**src/rtl/odt_pkg.sv**
```systemverilog
// constants and types for the on-die termination controller
package odt_pkg;
    // termination state, lowest code is hi-z
    typedef enum logic [1:0] {TERM_HIZ, TERM_PARK, TERM_NOM, TERM_WR} term_t;
    // decoded command presented on the command pins at a link clock edge
    localparam logic [2:0] CMD_NOP = 3'h0;
    localparam logic [2:0] CMD_WR  = 3'h1;
    localparam logic [2:0] CMD_RD  = 3'h2;
    localparam logic [2:0] CMD_ZQ  = 3'h3;
    localparam logic [2:0] CMD_SRE = 3'h4;
    localparam logic [2:0] CMD_SRX = 3'h5;
    // latency offsets
    localparam logic [6:0] ODT_OFS_1T   = 7'h2;
    localparam logic [6:0] ODT_OFS_2T   = 7'h3;
    localparam logic [3:0] RD_X_1T      = 4'h2;
    localparam logic [3:0] RD_X_2T      = 4'h3;
    localparam logic [3:0] RD_Y_CRC     = 4'h1;
    localparam logic [3:0] RD_Y_NOCRC   = 4'h0;
    localparam logic [3:0] RD_HALF_BL8  = 4'h4;
    localparam logic [3:0] RD_HALF_BC4  = 4'h2;
    // write window length (cwn - cnw) by {burst_bc4, preamble_2t, crc_on}
    localparam logic [3:0] WR_LEN_BC4_1T  = 4'h4;
    localparam logic [3:0] WR_LEN_BC4_1TC = 4'h7;
    localparam logic [3:0] WR_LEN_BC4_2T  = 4'h5;
    localparam logic [3:0] WR_LEN_BC4_2TC = 4'h8;
    localparam logic [3:0] WR_LEN_BL8_1T  = 4'h6;
    localparam logic [3:0] WR_LEN_BL8_1TC = 4'h7;
    localparam logic [3:0] WR_LEN_BL8_2T  = 4'h7;
    localparam logic [3:0] WR_LEN_BL8_2TC = 4'h8;
    // effective ohms for nominal and park field codes 1..7
    localparam logic [7:0] OHM_NONE = 8'h00;
    localparam logic [7:0] OHM_60   = 8'h3c;
    localparam logic [7:0] OHM_120  = 8'h78;
    localparam logic [7:0] OHM_40   = 8'h28;
    localparam logic [7:0] OHM_240  = 8'hf0;
    localparam logic [7:0] OHM_48   = 8'h30;
    localparam logic [7:0] OHM_80   = 8'h50;
    localparam logic [7:0] OHM_34   = 8'h22;
    // calibration window in link clock cycles
    localparam int ZQ_TICKS_DEF = 256;
endpackage

```
**src/rtl/odt_ctrl.sv**
```systemverilog
// on-die termination state controller of a memory device
`timescale 1ns/10ps
// Overview of operation
// - controller holds odt low in calibration; device keeps parked termination.
// - termination covers data, strobe, mask; x8 strobe pair only if enabled.
// - self-refresh forces hi-z regardless of mode fields.
// - odt pin ignored when nominal field is zero or in self-refresh.
// - odt mode enabled when nominal, write or park field nonzero.
// - written rank applies write termination for the write window, ignoring odt.
// - odt high with nominal enabled selects nominal termination.
// - park enabled and odt low selects park termination.
// - read turns termination off from RL-X for BL/2+X+Y cycles.
// - X is 2 with 1tCK preamble, 3 with 2tCK.
// - Y is 0 without write CRC, 1 with it.
// - priority: read disable, write, nominal, park.
// - idle: odt high gives nominal, else park if enabled, else hi-z.
// - nominal disabled powers down the odt receiver.
// - synchronous odt mode whenever the delay-locked loop is on.
// - nominal turns on/off a set latency after odt sampled high/low.
// - 1tCK preamble latency is WL-2 where WL=CWL+AL+PL.
// - 2tCK preamble latency is WL-3.
// - effective values 240,120,80,60,48,40,34 ohms from mode fields.
// - dynamic write termination enabled if either write field bit set.
// - write termination starts WL-2 or WL-3 after the write command.
// - with the loop off, asynchronous mode: odt not delayed.
module odt_ctrl #(
    parameter int MAXL     = 64,
    parameter int ZQ_TICKS = odt_pkg::ZQ_TICKS_DEF
) (
    input  wire logic              clock,
    input  wire logic              rst,
    input  wire logic              link_ck,
    input  wire logic              odt_pin,
    input  wire logic [2:0]        cmd_pin,
    input  wire logic [2:0]        rtt_nom_sel,
    input  wire logic [1:0]        rtt_wr_sel,
    input  wire logic [2:0]        rtt_park_sel,
    input  wire logic              dll_on,
    input  wire logic              tdqs_on,
    input  wire logic              x8_part,
    input  wire logic              preamble_2t,
    input  wire logic              crc_on,
    input  wire logic              burst_bc4,
    input  wire logic [4:0]        cas_lat,
    input  wire logic [4:0]        cas_wr_lat,
    input  wire logic [4:0]        add_lat,
    input  wire logic [2:0]        par_lat,
    output logic [1:0]             term_state,
    output logic [7:0]             term_ohms,
    output logic                   dq_term_on,
    output logic                   tdqs_term_on,
    output logic                   odt_rx_on,
    output logic                   self_refresh,
    output logic                   zq_busy
);
    localparam int LW = $clog2(MAXL);
    localparam int ZW = $clog2(ZQ_TICKS + 1);

    if (MAXL < 48 || MAXL > 128) begin : g_bad_maxl
        $error("MAXL must lie in 48..128");
    end
    if (ZQ_TICKS < 1) begin : g_bad_zq
        $error("ZQ_TICKS must be at least 1");
    end

    // ---------------------------------------------------------------
    // state
    // ---------------------------------------------------------------
    typedef struct packed {
        logic                ck_s1;
        logic                ck_s2;
        logic                ck_s3;
        logic                odt_s1;
        logic                odt_s2;
        logic [2:0]          cmd_s1;
        logic [2:0]          cmd_s2;
        logic [MAXL-1:0]     odt_hist;
        logic [MAXL-1:0]     rd_hist;
        logic [MAXL-1:0]     wr_hist;
        logic [3:0]          rd_cnt;
        logic [3:0]          wr_cnt;
        logic [ZW-1:0]       zq_cnt;
        logic                sr;
        odt_pkg::term_t      term;
        logic [7:0]          ohms;
        logic                dq_en;
        logic                tdqs_en;
        logic                rx_en;
        logic                zq_on;
    } st_t;

    st_t q, d;

    function automatic logic [7:0] ohm_of(input logic [2:0] code);
        unique case (code)
            3'h1: ohm_of = odt_pkg::OHM_60;
            3'h2: ohm_of = odt_pkg::OHM_120;
            3'h3: ohm_of = odt_pkg::OHM_40;
            3'h4: ohm_of = odt_pkg::OHM_240;
            3'h5: ohm_of = odt_pkg::OHM_48;
            3'h6: ohm_of = odt_pkg::OHM_80;
            3'h7: ohm_of = odt_pkg::OHM_34;
            3'h0: ohm_of = odt_pkg::OHM_NONE;
        endcase
    endfunction

    function automatic logic [7:0] wr_ohm_of(input logic [1:0] code);
        unique case (code)
            2'h1: wr_ohm_of = odt_pkg::OHM_120;
            2'h2: wr_ohm_of = odt_pkg::OHM_240;
            2'h3: wr_ohm_of = odt_pkg::OHM_80;
            2'h0: wr_ohm_of = odt_pkg::OHM_NONE;
        endcase
    endfunction

    // ---------------------------------------------------------------
    // latency arithmetic
    // ---------------------------------------------------------------
    logic       nom_en;
    logic       park_en;
    logic       dyn_en;
    logic       odt_mode;
    logic       tick;
    logic [6:0] wl;
    logic [6:0] rl;
    logic [6:0] dodtl;
    logic [6:0] rd_lat;
    logic [3:0] rd_x;
    logic [3:0] rd_len;
    logic [3:0] wr_len;

    always_comb begin
        nom_en   = rtt_nom_sel != 3'h0;
        park_en  = rtt_park_sel != 3'h0;
        dyn_en   = rtt_wr_sel[0] | rtt_wr_sel[1];
        odt_mode = nom_en | dyn_en | park_en;
        tick     = q.ck_s2 & ~q.ck_s3;
        wl       = 7'(cas_wr_lat) + 7'(add_lat) + 7'(par_lat);
        rl       = 7'(cas_lat) + 7'(add_lat) + 7'(par_lat);
        dodtl    = wl - (preamble_2t ? odt_pkg::ODT_OFS_2T
                                     : odt_pkg::ODT_OFS_1T);
        rd_x     = preamble_2t ? odt_pkg::RD_X_2T : odt_pkg::RD_X_1T;
        rd_lat   = rl - 7'(rd_x);
        rd_len   = (burst_bc4 ? odt_pkg::RD_HALF_BC4 : odt_pkg::RD_HALF_BL8)
                   + rd_x
                   + (crc_on ? odt_pkg::RD_Y_CRC : odt_pkg::RD_Y_NOCRC);
        unique case ({burst_bc4, preamble_2t, crc_on})
            3'b100:  wr_len = odt_pkg::WR_LEN_BC4_1T;
            3'b101:  wr_len = odt_pkg::WR_LEN_BC4_1TC;
            3'b110:  wr_len = odt_pkg::WR_LEN_BC4_2T;
            3'b111:  wr_len = odt_pkg::WR_LEN_BC4_2TC;
            3'b000:  wr_len = odt_pkg::WR_LEN_BL8_1T;
            3'b001:  wr_len = odt_pkg::WR_LEN_BL8_1TC;
            3'b010:  wr_len = odt_pkg::WR_LEN_BL8_2T;
            3'b011:  wr_len = odt_pkg::WR_LEN_BL8_2TC;
        endcase
    end

    // picks the sample taken lat link edges ago; zero means the current one
    function automatic logic delayed(input logic [MAXL-1:0] hist, input logic now,
                                     input logic [6:0] lat);
        logic [LW-1:0] idx;
        idx = LW'(lat - 7'h1);
        delayed = (lat == 7'h0) ? now : hist[idx];
    endfunction

    // ---------------------------------------------------------------
    // next state
    // ---------------------------------------------------------------
    logic odt_now;
    logic odt_eff;
    logic rd_hit;
    logic wr_hit;
    logic rd_act;
    logic wr_act;
    logic zq_act;

    always_comb begin
        d        = q;
        d.ck_s1  = link_ck;
        d.ck_s2  = q.ck_s1;
        d.ck_s3  = q.ck_s2;
        d.odt_s1 = odt_pin;
        d.odt_s2 = q.odt_s1;
        d.cmd_s1 = cmd_pin;
        d.cmd_s2 = q.cmd_s1;
        d.rx_en  = nom_en & ~q.sr;
        odt_now  = q.odt_s2 & nom_en & ~q.sr;
        odt_eff  = dll_on ? delayed(q.odt_hist, odt_now, dodtl)
                          : odt_now;
        rd_hit   = delayed(q.rd_hist, q.cmd_s2 == odt_pkg::CMD_RD, rd_lat);
        wr_hit   = delayed(q.wr_hist, q.cmd_s2 == odt_pkg::CMD_WR, dodtl);
        rd_act   = rd_hit | (q.rd_cnt != 4'h0);
        wr_act   = (wr_hit | (q.wr_cnt != 4'h0)) & dyn_en;
        // the calibration edge itself already blocks nominal
        zq_act   = (q.zq_cnt != ZW'(0)) | (q.cmd_s2 == odt_pkg::CMD_ZQ);
        if (tick) begin
            d.odt_hist = {q.odt_hist[MAXL-2:0], odt_now};
            d.rd_hist  = {q.rd_hist[MAXL-2:0], q.cmd_s2 == odt_pkg::CMD_RD};
            d.wr_hist  = {q.wr_hist[MAXL-2:0], q.cmd_s2 == odt_pkg::CMD_WR};
            d.rd_cnt   = rd_hit ? rd_len - 4'h1
                                : (q.rd_cnt != 4'h0 ? q.rd_cnt - 4'h1 : 4'h0);
            d.wr_cnt   = wr_hit ? wr_len - 4'h1
                                : (q.wr_cnt != 4'h0 ? q.wr_cnt - 4'h1 : 4'h0);
            // calibration blocks nominal itself for ZQ_TICKS link edges after the command edge, whatever the odt pin does
            if (q.cmd_s2 == odt_pkg::CMD_ZQ) begin
                d.zq_cnt = ZW'(ZQ_TICKS);
            end else if (zq_act) begin
                d.zq_cnt = q.zq_cnt - ZW'(1);
            end
            if (q.cmd_s2 == odt_pkg::CMD_SRE) begin
                d.sr = 1'b1;
            end else if (q.cmd_s2 == odt_pkg::CMD_SRX) begin
                d.sr = 1'b0;
            end
            // priority resolution at each link edge
            if (d.sr || !odt_mode) begin
                d.term = odt_pkg::TERM_HIZ;
            end else if (rd_act) begin
                d.term = odt_pkg::TERM_HIZ;
            end else if (wr_act) begin
                d.term = odt_pkg::TERM_WR;
            end else if (odt_eff && !zq_act) begin
                d.term = odt_pkg::TERM_NOM;
            end else if (park_en) begin
                d.term = odt_pkg::TERM_PARK;
            end else begin
                d.term = odt_pkg::TERM_HIZ;
            end
            unique case (d.term)
                odt_pkg::TERM_HIZ:  d.ohms = odt_pkg::OHM_NONE;
                odt_pkg::TERM_PARK: d.ohms = ohm_of(rtt_park_sel);
                odt_pkg::TERM_NOM:  d.ohms = ohm_of(rtt_nom_sel);
                odt_pkg::TERM_WR:   d.ohms = wr_ohm_of(rtt_wr_sel);
            endcase
            d.dq_en   = d.term != odt_pkg::TERM_HIZ;
            d.tdqs_en = (d.term != odt_pkg::TERM_HIZ) & x8_part & tdqs_on;
        end
        d.zq_on = d.zq_cnt != ZW'(0);
    end

    always_ff @(posedge clock) begin
        if (rst) begin
            q <= '0;
        end else begin
            q <= d;
        end
    end

    assign term_state   = q.term;
    assign term_ohms    = q.ohms;
    assign dq_term_on   = q.dq_en;
    assign tdqs_term_on = q.tdqs_en;
    assign odt_rx_on    = q.rx_en;
    assign self_refresh = q.sr;
    assign zq_busy      = q.zq_on;
endmodule

```
**config.mk**
```make
export PLATFORM = sky130hd
export DESIGN_NAME = odt_ctrl
export DESIGN_NICKNAME = d
export VERILOG_FILES = /design/src/rtl/odt_pkg.sv /design/src/rtl/odt_ctrl.sv
export SDC_FILE = /design/constraint.sdc
export NUM_CORES = 1
export LEC_CHECK = 0
export BUFFER_PORTS_ARGS = -buffer_cell sky130_fd_sc_hd__buf_2
export CAP_MARGIN = 30
export CORE_MARGIN = 1.5
export CORE_UTILIZATION = 30
export DETAILED_ROUTE_END_ITERATION = 7
export HOLD_SLACK_MARGIN = 0.06
export PLACE_DENSITY_LB_ADDON = 0.2
export RECOVER_POWER = 25
export SETUP_SLACK_MARGIN = 0.15
export SLEW_MARGIN = 20
export SYNTH_ARGS = -nofsm -noshare
export SYNTH_HDL_FRONTEND = slang
export SYNTH_SLANG_ARGS = --single-unit
```
**constraint.sdc**
```tcl
create_clock -name clock -period 6.8 [get_ports clock]
set_input_delay 0.68 -clock clock [delete_from_list [all_inputs] [get_ports clock]]
set_output_delay 0.68 -clock clock [all_outputs]
set_load 0.01 [all_outputs]
```
# Word-level counts from Yosys, hierarchy flattened
# Memories as Yosys holds them, arrays and structs flattened.
# Cells that the tools add are included.
[totals]
regBits = 235
latchBits = 0
ram_bits = 0
mem_bits_ro = 144
input_bits = 39
elab_cells = 113
mem_count = 3
[memory_table]
columns = ["name", "depth", "width", "rd", "rd_ports_with_merged_regs", "write_ports", "line_no", "text"]
rows = [
  ["(name not given)", 8, 7, 1, 0, 0, "odt_ctrl.sv:95", "unique case (code)"],
  ["(name not given)", 8, 7, 1, 0, 0, "odt_ctrl.sv:95", ""],
  ["(name not given)", 8, 4, 1, 0, 0, "odt_ctrl.sv:147", "unique case ({burst_bc4, preamble_2t, crc_on})"],
]
[op_classes]
addsub = 15
n_mul = 0
n_div = 0
magnitude_cmp = 2
n_eq_ne = 11
n_shift = 0
n_mux = 32
n_bitwise = 15
reduce_logical = 15
[op_table]
columns = ["operator", "count"]
rows = [
  ["$pmux W8 S4", 2],
  ["$mux W22", 1],
  ["$bmux W1 S6", 3],
  ["$mux W9", 2],
  ["$reduce_bool A9 Y1", 2],
  ["$mux W4", 4],
  ["$sub A4 B1 Y4 const B", 4],
  ["$add A6 B3 Y7", 2],
  ["$logic_not A7 Y1", 2],
  ["$lt A6 B7 Y1 const B", 2],
  ["$mux W1", 14],
  ["$sub A7 B2 Y7", 2],
  ["$add A5 B5 Y6", 2],
  ["$sub A6 B1 Y6 const B", 2],
  ["$mux W2", 5],
  ["$sub A9 B1 Y9 const B", 1],
  ["$eq A2 B2 Y1 const B", 4],
  ["$reduce_bool A4 Y1", 2],
  ["$and A1 B1 Y1", 7],
  ["$eq A3 B2 Y1 const B", 2],
  ["$eq A3 B3 Y1 const B", 2],
  ["$or A1 B1 Y1", 6],
  ["$reduce_bool A3 Y1", 2],
  ["$add A3 B2 Y4", 1],
  ["10 further kinds", 14],
]

# Logic depth before layout (Yosys ltp)
# Gate-level depths: netlist (run 1).
[depth]
depth_word = 19
depth_mapped = 20

# Least setup slack after synthesis (run 1)
# OpenSTA, ideal clock, no wires.
[synth_timing]
kind = "in2reg"
from = "in cas_lat[1]"
to = "reg q, in the netlist term_ohms[7]"
setup_time_ns = 0.086
arrival_ns = 4.549
t_required_ns = 6.714
path_slack_ns = 2.165
path_stages = 17
path_cell_list = "ha_1 -> xnor2_1 -> ha_1 -> ha_1 -> inv_1 -> ha_1 -> buf_1 -> clkbuf_1 -> mux4_2 -> mux4_2 -> mux2i_1 -> mux2i_1 -> mux2i_4 -> and4_1 -> buf_2 -> a32oi_1 -> a221oi_2"
[synth_via]
elab_chain_len = 13
[synth_lines]
columns = ["item", "line_no", "text"]
rows = [
  ["start, declared", "odt_ctrl.sv:44", "input wire logic [4:0] cas_lat,"],
  ["$add A5 B5 Y6 *", "odt_ctrl.sv:139", "rl = 7'(cas_lat) + 7'(add_lat) + 7'(par_lat);"],
  ["$add A6 B3 Y7 *", "odt_ctrl.sv:139", ""],
  ["$sub A7 B2 Y7 *", "odt_ctrl.sv:143", "rd_lat = rl - 7'(rd_x);"],
  ["$sub A6 B1 Y6", "odt_ctrl.sv:163", "idx = LW'(lat - 7'h1);"],
  ["$bmux W1 S6", "odt_ctrl.sv:164", "delayed = (lat == 7'h0) ? now : hist[idx];"],
  ["$mux W1 (implied by the code)", "odt_ctrl.sv:164", ""],
  ["$mux W1 *", "odt_ctrl.sv:164", ""],
  ["$or A1 B1 Y1 *", "odt_ctrl.sv:193", "rd_act = rd_hit | (q.rd_cnt != 4'h0);"],
  ["$mux W2 *", "odt_ctrl.sv:219", "end else if (rd_act) begin"],
  ["$mux W2 *", "odt_ctrl.sv:217", "if (d.sr || !odt_mode) begin"],
  ["$mux W2 *", "odt_ctrl.sv:197", "if (tick) begin"],
  ["$eq A2 B2 Y1 (tied with other cells)", "odt_ctrl.sv:230", "unique case (d.term)"],
  ["$pmux W8 S4 *", "odt_ctrl.sv:230", ""],
  ["end signal, assigned", "odt_ctrl.sv:244", "q <= '0;"],
  ["end signal, assigned", "odt_ctrl.sv:246", "q <= d;"],
  ["end, declared", "odt_ctrl.sv:92", "st_t q, d;"],
]
# Mark *: on every way between the ends. The rest lies on a longest branch, timed or not. The select of a mux whose other input is x is not followed.
# A chain may end at the register's enable or synchronous reset.

# Worst setup path in the final report (run 1)
[layout_timing]
from = "in rst"
to = "reg q[192] in the netlist's numbering"
[layout_rtl]
columns = ["item", "line_no", "text"]
rows = [
  ["start, declared", "odt_ctrl.sv:31", "input wire logic rst,"],
]
# No word-level cell between the ends.

==> impl_metrics.ini, run 1 <==
[finish]
final_nets = 1442
seqCellArea_um2 = 4684
syn_to_final_growth_pct = 12.88
nFillCells = 3913
multi_input_area_um2 = 6246
diodes = 0
post-route-util_pct = 34.53
drive_above_1_share_pct = 11.35

[outcome]
status = finished, violations left
violations = max-capacitance violations, max-slew violations

[floorplanning]
core-area_um2 = 37760
row_count = 71
ios = 54
die-area_um2 = 39680
die_y_um = 199.2
start_util_pct = 30.58
die_w_um = 199.2

[critical_path]
r2r-end = q[26]
critical_path_class = input port to flip-flop
start_kind = input port
worstPathArrival_ns = 5.50
r2r_cells = 6
reg2reg_from = q[232]
critPathMaxFanout = 82
critPathCaptureType = flip-flop
worstPathRequired_ns = 7.08
regToRegSetupSlack_ns = 3.78

[timing]
clock_skew_ns = 0.02134
setup_slack_ns = 1.578
maxSlewHeadroom_pct = -157.8
period_share_pct = 76.80
slew_violations = 143
final.min_clock_period_ns = 5.222
final-hold-violation-count = 0
worst_slew_pin_slew_ns = 3.866
max_freq_ghz = 0.1915
final-setup-viol-count = 0
fin_tns_setup_ns = 0
rsz0062_at_grt = false

[drt]
drt_drc_violations_left = 0
first_pass_iters = 5
vias = 9038
ant_nets = 0
avgViaCountPerCell = 4.815
drt_iter0_markers = 656
wl_per_cell_um = 14.78
drt-total-wl_um = 27750

[grt]
grt_max_degree = 206
overflow = 0
antenna_found_initial = 0
grt_pass1_wl_um = 45080
grt_pass1_vias = 8443
groute.usage.overall_pct = 13.96

[clock_tree]
cts_buffer_depth = 3
cts_resized = 0
cts_tree = done
hold_buffers = 0
root_buffer = clkbuf_16
clock_latency_ns = 0.53
numCtsBuffers = 27
clk_pin_slew_worst_paths_ns = 0.06
post-cts-setup-buffers = 0
h-tree-depth = 1
clock-sinks = 234

[yosys]
postSynthCellCount = 1353
synth_compound_gate_area_share_pct = 14.29
synth_area_leaders = dfxtp_1, nand2_1, a21oi_1
ys_seq_area_share_pct = 40.57
synth_ff_type = dfxtp_1
synth_fa_ha_area_share_pct = 6.458
synthDistinctLibCells = 66
synth_largest_area_cell = dfxtp_1
syn_area_per_cell_um2 = 8.535
synth_top_area_share_pct = 40.57
async_flop_share_pct = 0
synthSimpleGateAreaFrac_pct = 18.85
netlist_area_um2 = 11550
synthMuxAreaShare_pct = 12.40
synth_top_family_by_area = simple AND/OR/NAND/NOR gates
synthXorXnorAreaFrac_pct = 1.842
synth_seq_cells = 234
synth-warning-count = 0
syn_nets = 1448
synth_edf_count = 0

[placement]
dp_hpwl_um = 17710
dp_slack_ns = 1.330
routabilityCongestion = 0.7777
port_buffers = 52

[worst_hold_path]
hold_path_class = input port to flip-flop
hold_depth = 2
min_to = d[230]
hold_start = odt_pin

[job]
cap_viol_max_count = 2

[power]
p_per_area_nw_per_um2 = 288.6
power.leakage_nw = 4.589
ir_worst_vdd_v = 0.0001517
## power by group
part / switching, mW / internal (mW) / leakage [nW] / total [mW]
combinational: 0.560 / 0.347 / 2.26 / 0.907
clock: 0.559 / 0.899 / 0.446 / 1.46
sequential: 0.0117 / 1.39 / 1.89 / 1.40
## cells by family (layout without fill, tap and decap cells)
kind of cell               after synthesis  after routing
AOI/OAI and AO/OA                      294            294
and+or+nand+nor                        525            525
muxes                                   75             75
buffers and inverters                  147            160
other                                    1              1
adders and majority gates               56             56
DFF                                    234            234
xor gates and xnor gates                21             21
## per-layer routing
metal	vias to the layer above	global-route usage [%]	wire length, um
met5	-	0	0
met4	0	3.507	527
met3	39	2.414	938
met2	103	22.56	12850
met1	4322	19.21	13430
li1	4574	-	-
## cell usage in the layout (no fill, tap or decap), types with 9 or more instances in the layout
| cell type | instances |
|---|---|
| a211oi_1 | 11 |
| a21oi_1 | 224 |
| buf_2 | 37 |
| buf_4 | 9 |
| clkbuf_1 | 24 |
| clkbuf_16 | 27 |
| clkbuf_8 | 9 |
| dfxtp_1 | 234 |
| ha_1 | 50 |
| inv_1 | 46 |
| mux2i_1 | 20 |
| mux4_2 | 48 |
| nand2_1 | 411 |
| nor2_1 | 34 |
| nor2b_1 | 22 |
| nor3_1 | 14 |
| nor3b_1 | 9 |
| o21ai_0 | 17 |
| xnor2_1 | 12 |
## worst max-delay path, stage by stage
cell,delay [ns]
clkbuf_1,2.67
clkbuf_1,2.01
a21oi_1,0.11
## cell type report
class,instances,share of cell area [%]
Timing Repair Buffer,66,3.004
Clock inverter,5,0.5759
Multi-Input combinational cell,972,47.92
Inverter,46,1.325
Sequential cell,234,35.94
Tap cell,511,4.905
Clock buffer,43,6.335
## flip-flops by register name, summed over array words and instances (netlist names)
| name | cells |
|---|---|
| term_ohms | 7 |
| term_state | 2 |
| odt_rx_on | 1 |
| self_refresh | 1 |
| d | 6 |
| zq_busy | 1 |
| dq_term_on | 1 |
| q | 214 |
| tdqs_term_on | 1 |
## Yosys cell counts, drive strengths merged, types with 3 or more instances
cell type and n:
xnor2 13, dfxtp 234, xor2 7, nor2b 23
a21boi 6, fa 6, ha 50, and3 3
o21ai 17, nand2b 5, a21o 5, nor3b 9
nor2 34, a311oi 3, mux2i 21, a211oi 11
inv 46, a221oi 3, nand2 411, nor3 14
buf 29, o2111ai 4, nand3 7, o31ai 3
mux4 52, a21oi 225, or3 4, clkbuf 72
## through the flow
| step | hold slack (ns) | power [mW] | cells | area (um2) |
|---|---|---|---|---|
| after global placement | 0.4248 | 2.336 | 1827 | 12110 |
| after global routing | 0.3467 | 3.960 | 1877 | 13040 |
| after detailed placement | 0.4313 | 2.349 | 1828 | 12140 |
| final | 0.3628 | 3.762 | 1877 | 13040 |
| after floorplan | 0.4138 | 2.122 | 1353 | 11550 |
| after CTS | 0.3440 | 3.823 | 1876 | 13040 |
## how the worst max path moves through the flow
stage	from	to	slack (ns)
2_1_floorplan	cas_lat[1]	term_ohms[7]	2.17
3_3_place_gp	preamble_2t	term_ohms[2]	1.33
3_5_place_dp	preamble_2t	term_ohms[2]	1.33
4_1_cts	preamble_2t	term_ohms[2]	1.89
5_1_grt	rst	q[181]	1.16
6_report	rst	q[192]	1.58
Note: power is estimated with default switching activity, not from simulation.
==> run 2: changes to the inputs <==
==> constraint.sdc (replaced) <==
create_clock -name clock -period 4.2 [get_ports clock]
set_input_delay 0.42 -clock clock [delete_from_list [all_inputs] [get_ports clock]]
set_output_delay 0.42 -clock clock [all_outputs]
set_load 0.01 [all_outputs]
==> impl_metrics.ini, run 2 (same netlist as run 1, synthesis figures left out) <==
[timing]
rsz0062_at_grt = true
final-setup-viol-count = 0
setup_slack_ns = 0.2742
clock_skew_ns = 0.009505
worst_slew_pin_slew_ns = 2.513
slew_violations = 52
period_share_pct = 93.47
final-hold-violation-count = 0
maxSlewHeadroom_pct = -67.55
final.min_clock_period_ns = 3.926
max_freq_ghz = 0.2547
fin_tns_setup_ns = 0

[finish]
syn_to_final_growth_pct = 18.86
multi_input_area_um2 = 6414
final_common_cell = nand2_1
nFillCells = 3910
largest_register_ffs = 214
seqCellArea_um2 = 4684
diodes = 0
drive_above_1_share_pct = 16.82
largest-register = q
final_nets = 1500
final_cell_mix = nand2_1, dfxtp_1, a21oi_1

[drt]
ant_nets = 0
first_pass_iters = 5
vias = 9255
wl_per_cell_um = 14.38
drt_drc_violations_left = 0
drt-total-wl_um = 27780
drt_iter0_markers = 639
avgViaCountPerCell = 4.790

[floorplanning]
start_util_pct = 30.58
die_w_um = 199.2
die_y_um = 199.2
ios = 54
row_count = 71
die-area_um2 = 39680
core-area_um2 = 37760

[power]
p_per_area_nw_per_um2 = 489.4
ir_worst_vdd_v = 0.0002425
power.leakage_nw = 4.933

[placement]
dp_slack_ns = -0.3891
dp_hpwl_um = 18130
routabilityCongestion = 0.7837
port_buffers = 52

[grt]
grt_pass1_vias = 8571
antenna_found_initial = 0
overflow = 0
groute.usage.overall_pct = 13.75
grt_max_degree = 206
grt_pass1_wl_um = 45080

[clock_tree]
h-tree-depth = 1
cts_buffer_depth = 3
clock_latency_ns = 0.53
root_buffer = clkbuf_16
numCtsBuffers = 27
clk_pin_slew_worst_paths_ns = 0.06
clock-sinks = 234
cts_tree = done

[critical_path]
critPathCaptureType = flip-flop
critical_path_class = input port to flip-flop
start_kind = input port
worstPathRequired_ns = 4.62
critPathMaxFanout = 6
worstPathArrival_ns = 4.35

[outcome]
violations = max-capacitance violations, max-slew violations
status = finished, violations left

[job]
cap_viol_max_count = 1

[worst_hold_path]
hold_path_class = input port to flip-flop
==> run 2: path summary, 6_finish.rpt <==
check	start	slack (ns)	cells after the start	end
max	add_lat[1]	0.27	17	term_ohms[7]
max reg2reg	q[147]	1.42	9	term_ohms[7]
min reg2reg	d[225]	0.44	1	q[225]
min	cmd_pin[1]	0.11	2	d[225]
==> run 2: power breakdown <==
group | total, mW | internal (mW) | leakage, nW | switching [mW]
combinational | 2.10 | 1.04 | 2.61 | 1.06
clock | 2.36 | 1.43 | 0.440 | 0.923
sequential | 2.26 | 2.24 | 1.89 | 0.0178
total | 6.72 | 4.72 | 4.93 | 2.00
==> run 2: per-stage QoR <==
| stage | hold WS [ns] | area, um2 | instances | util, % | power, mW |
|---|---|---|---|---|---|
| floorplan | 0.4138 | 11600 | 1353 | - | 3.481 |
| global placement | 0.4422 | 12620 | 1880 | 33.43 | 4.184 |
| detailed placement | 0.4292 | 12650 | 1881 | 33.50 | 4.184 |
| CTS | 0.07699 | 13540 | 1926 | 35.86 | 6.583 |
| global route | 0.09992 | 13730 | 1932 | 36.35 | 7.070 |
| finish | 0.1078 | 13730 | 1932 | 36.35 | 6.717 |
==> run 2: cell type report <==
| type | count | share of cell area [%] |
|---|---|---|
| well taps | 511 | 4.658 |
| inverters | 46 | 1.258 |
| clock buffers | 39 | 5.834 |
| flip-flops and latches | 234 | 34.13 |
| clock inverters | 6 | 0.6381 |
| repair buffers | 124 | 6.755 |
| multi-input cells | 972 | 46.73 |
==> run 2: repair_timing <==
item,in CTS,in global routing
cloned,0,1
pin swaps,0,12
resized for setup,1,29
setup endpoints to repair,1,11
setup buffers,0,5
endpoints found under the hold margin,0,0
hold buffers,0,0
==> run 2: critical path: stages <==
cell and delay, ns:
buf_2 0.12, ha_1 0.30, xnor2_1 0.14, ha_1 0.29, ha_1 0.23, fa_1 0.47, nor3b_2 0.23, xnor2_2 0.14
buf_6 0.15, mux4_2 0.51, mux2i_1 0.18, mux2i_1 0.13, mux2i_4 0.25, buf_4 0.16, and4_4 0.24, a32oi_1 0.12
a221oi_2 0.25
==> run 2: routing by layer <==
metal | GRT usage [%] | share of wire [%] | vias up
met5 | 0 | 0 | -
met4 | 3.171 | 2.2 | 0
met3 | 1.806 | 3.2 | 38
met2 | 22.43 | 46 | 125
met1 | 19.23 | 49 | 4392
li1 | - | - | 4700
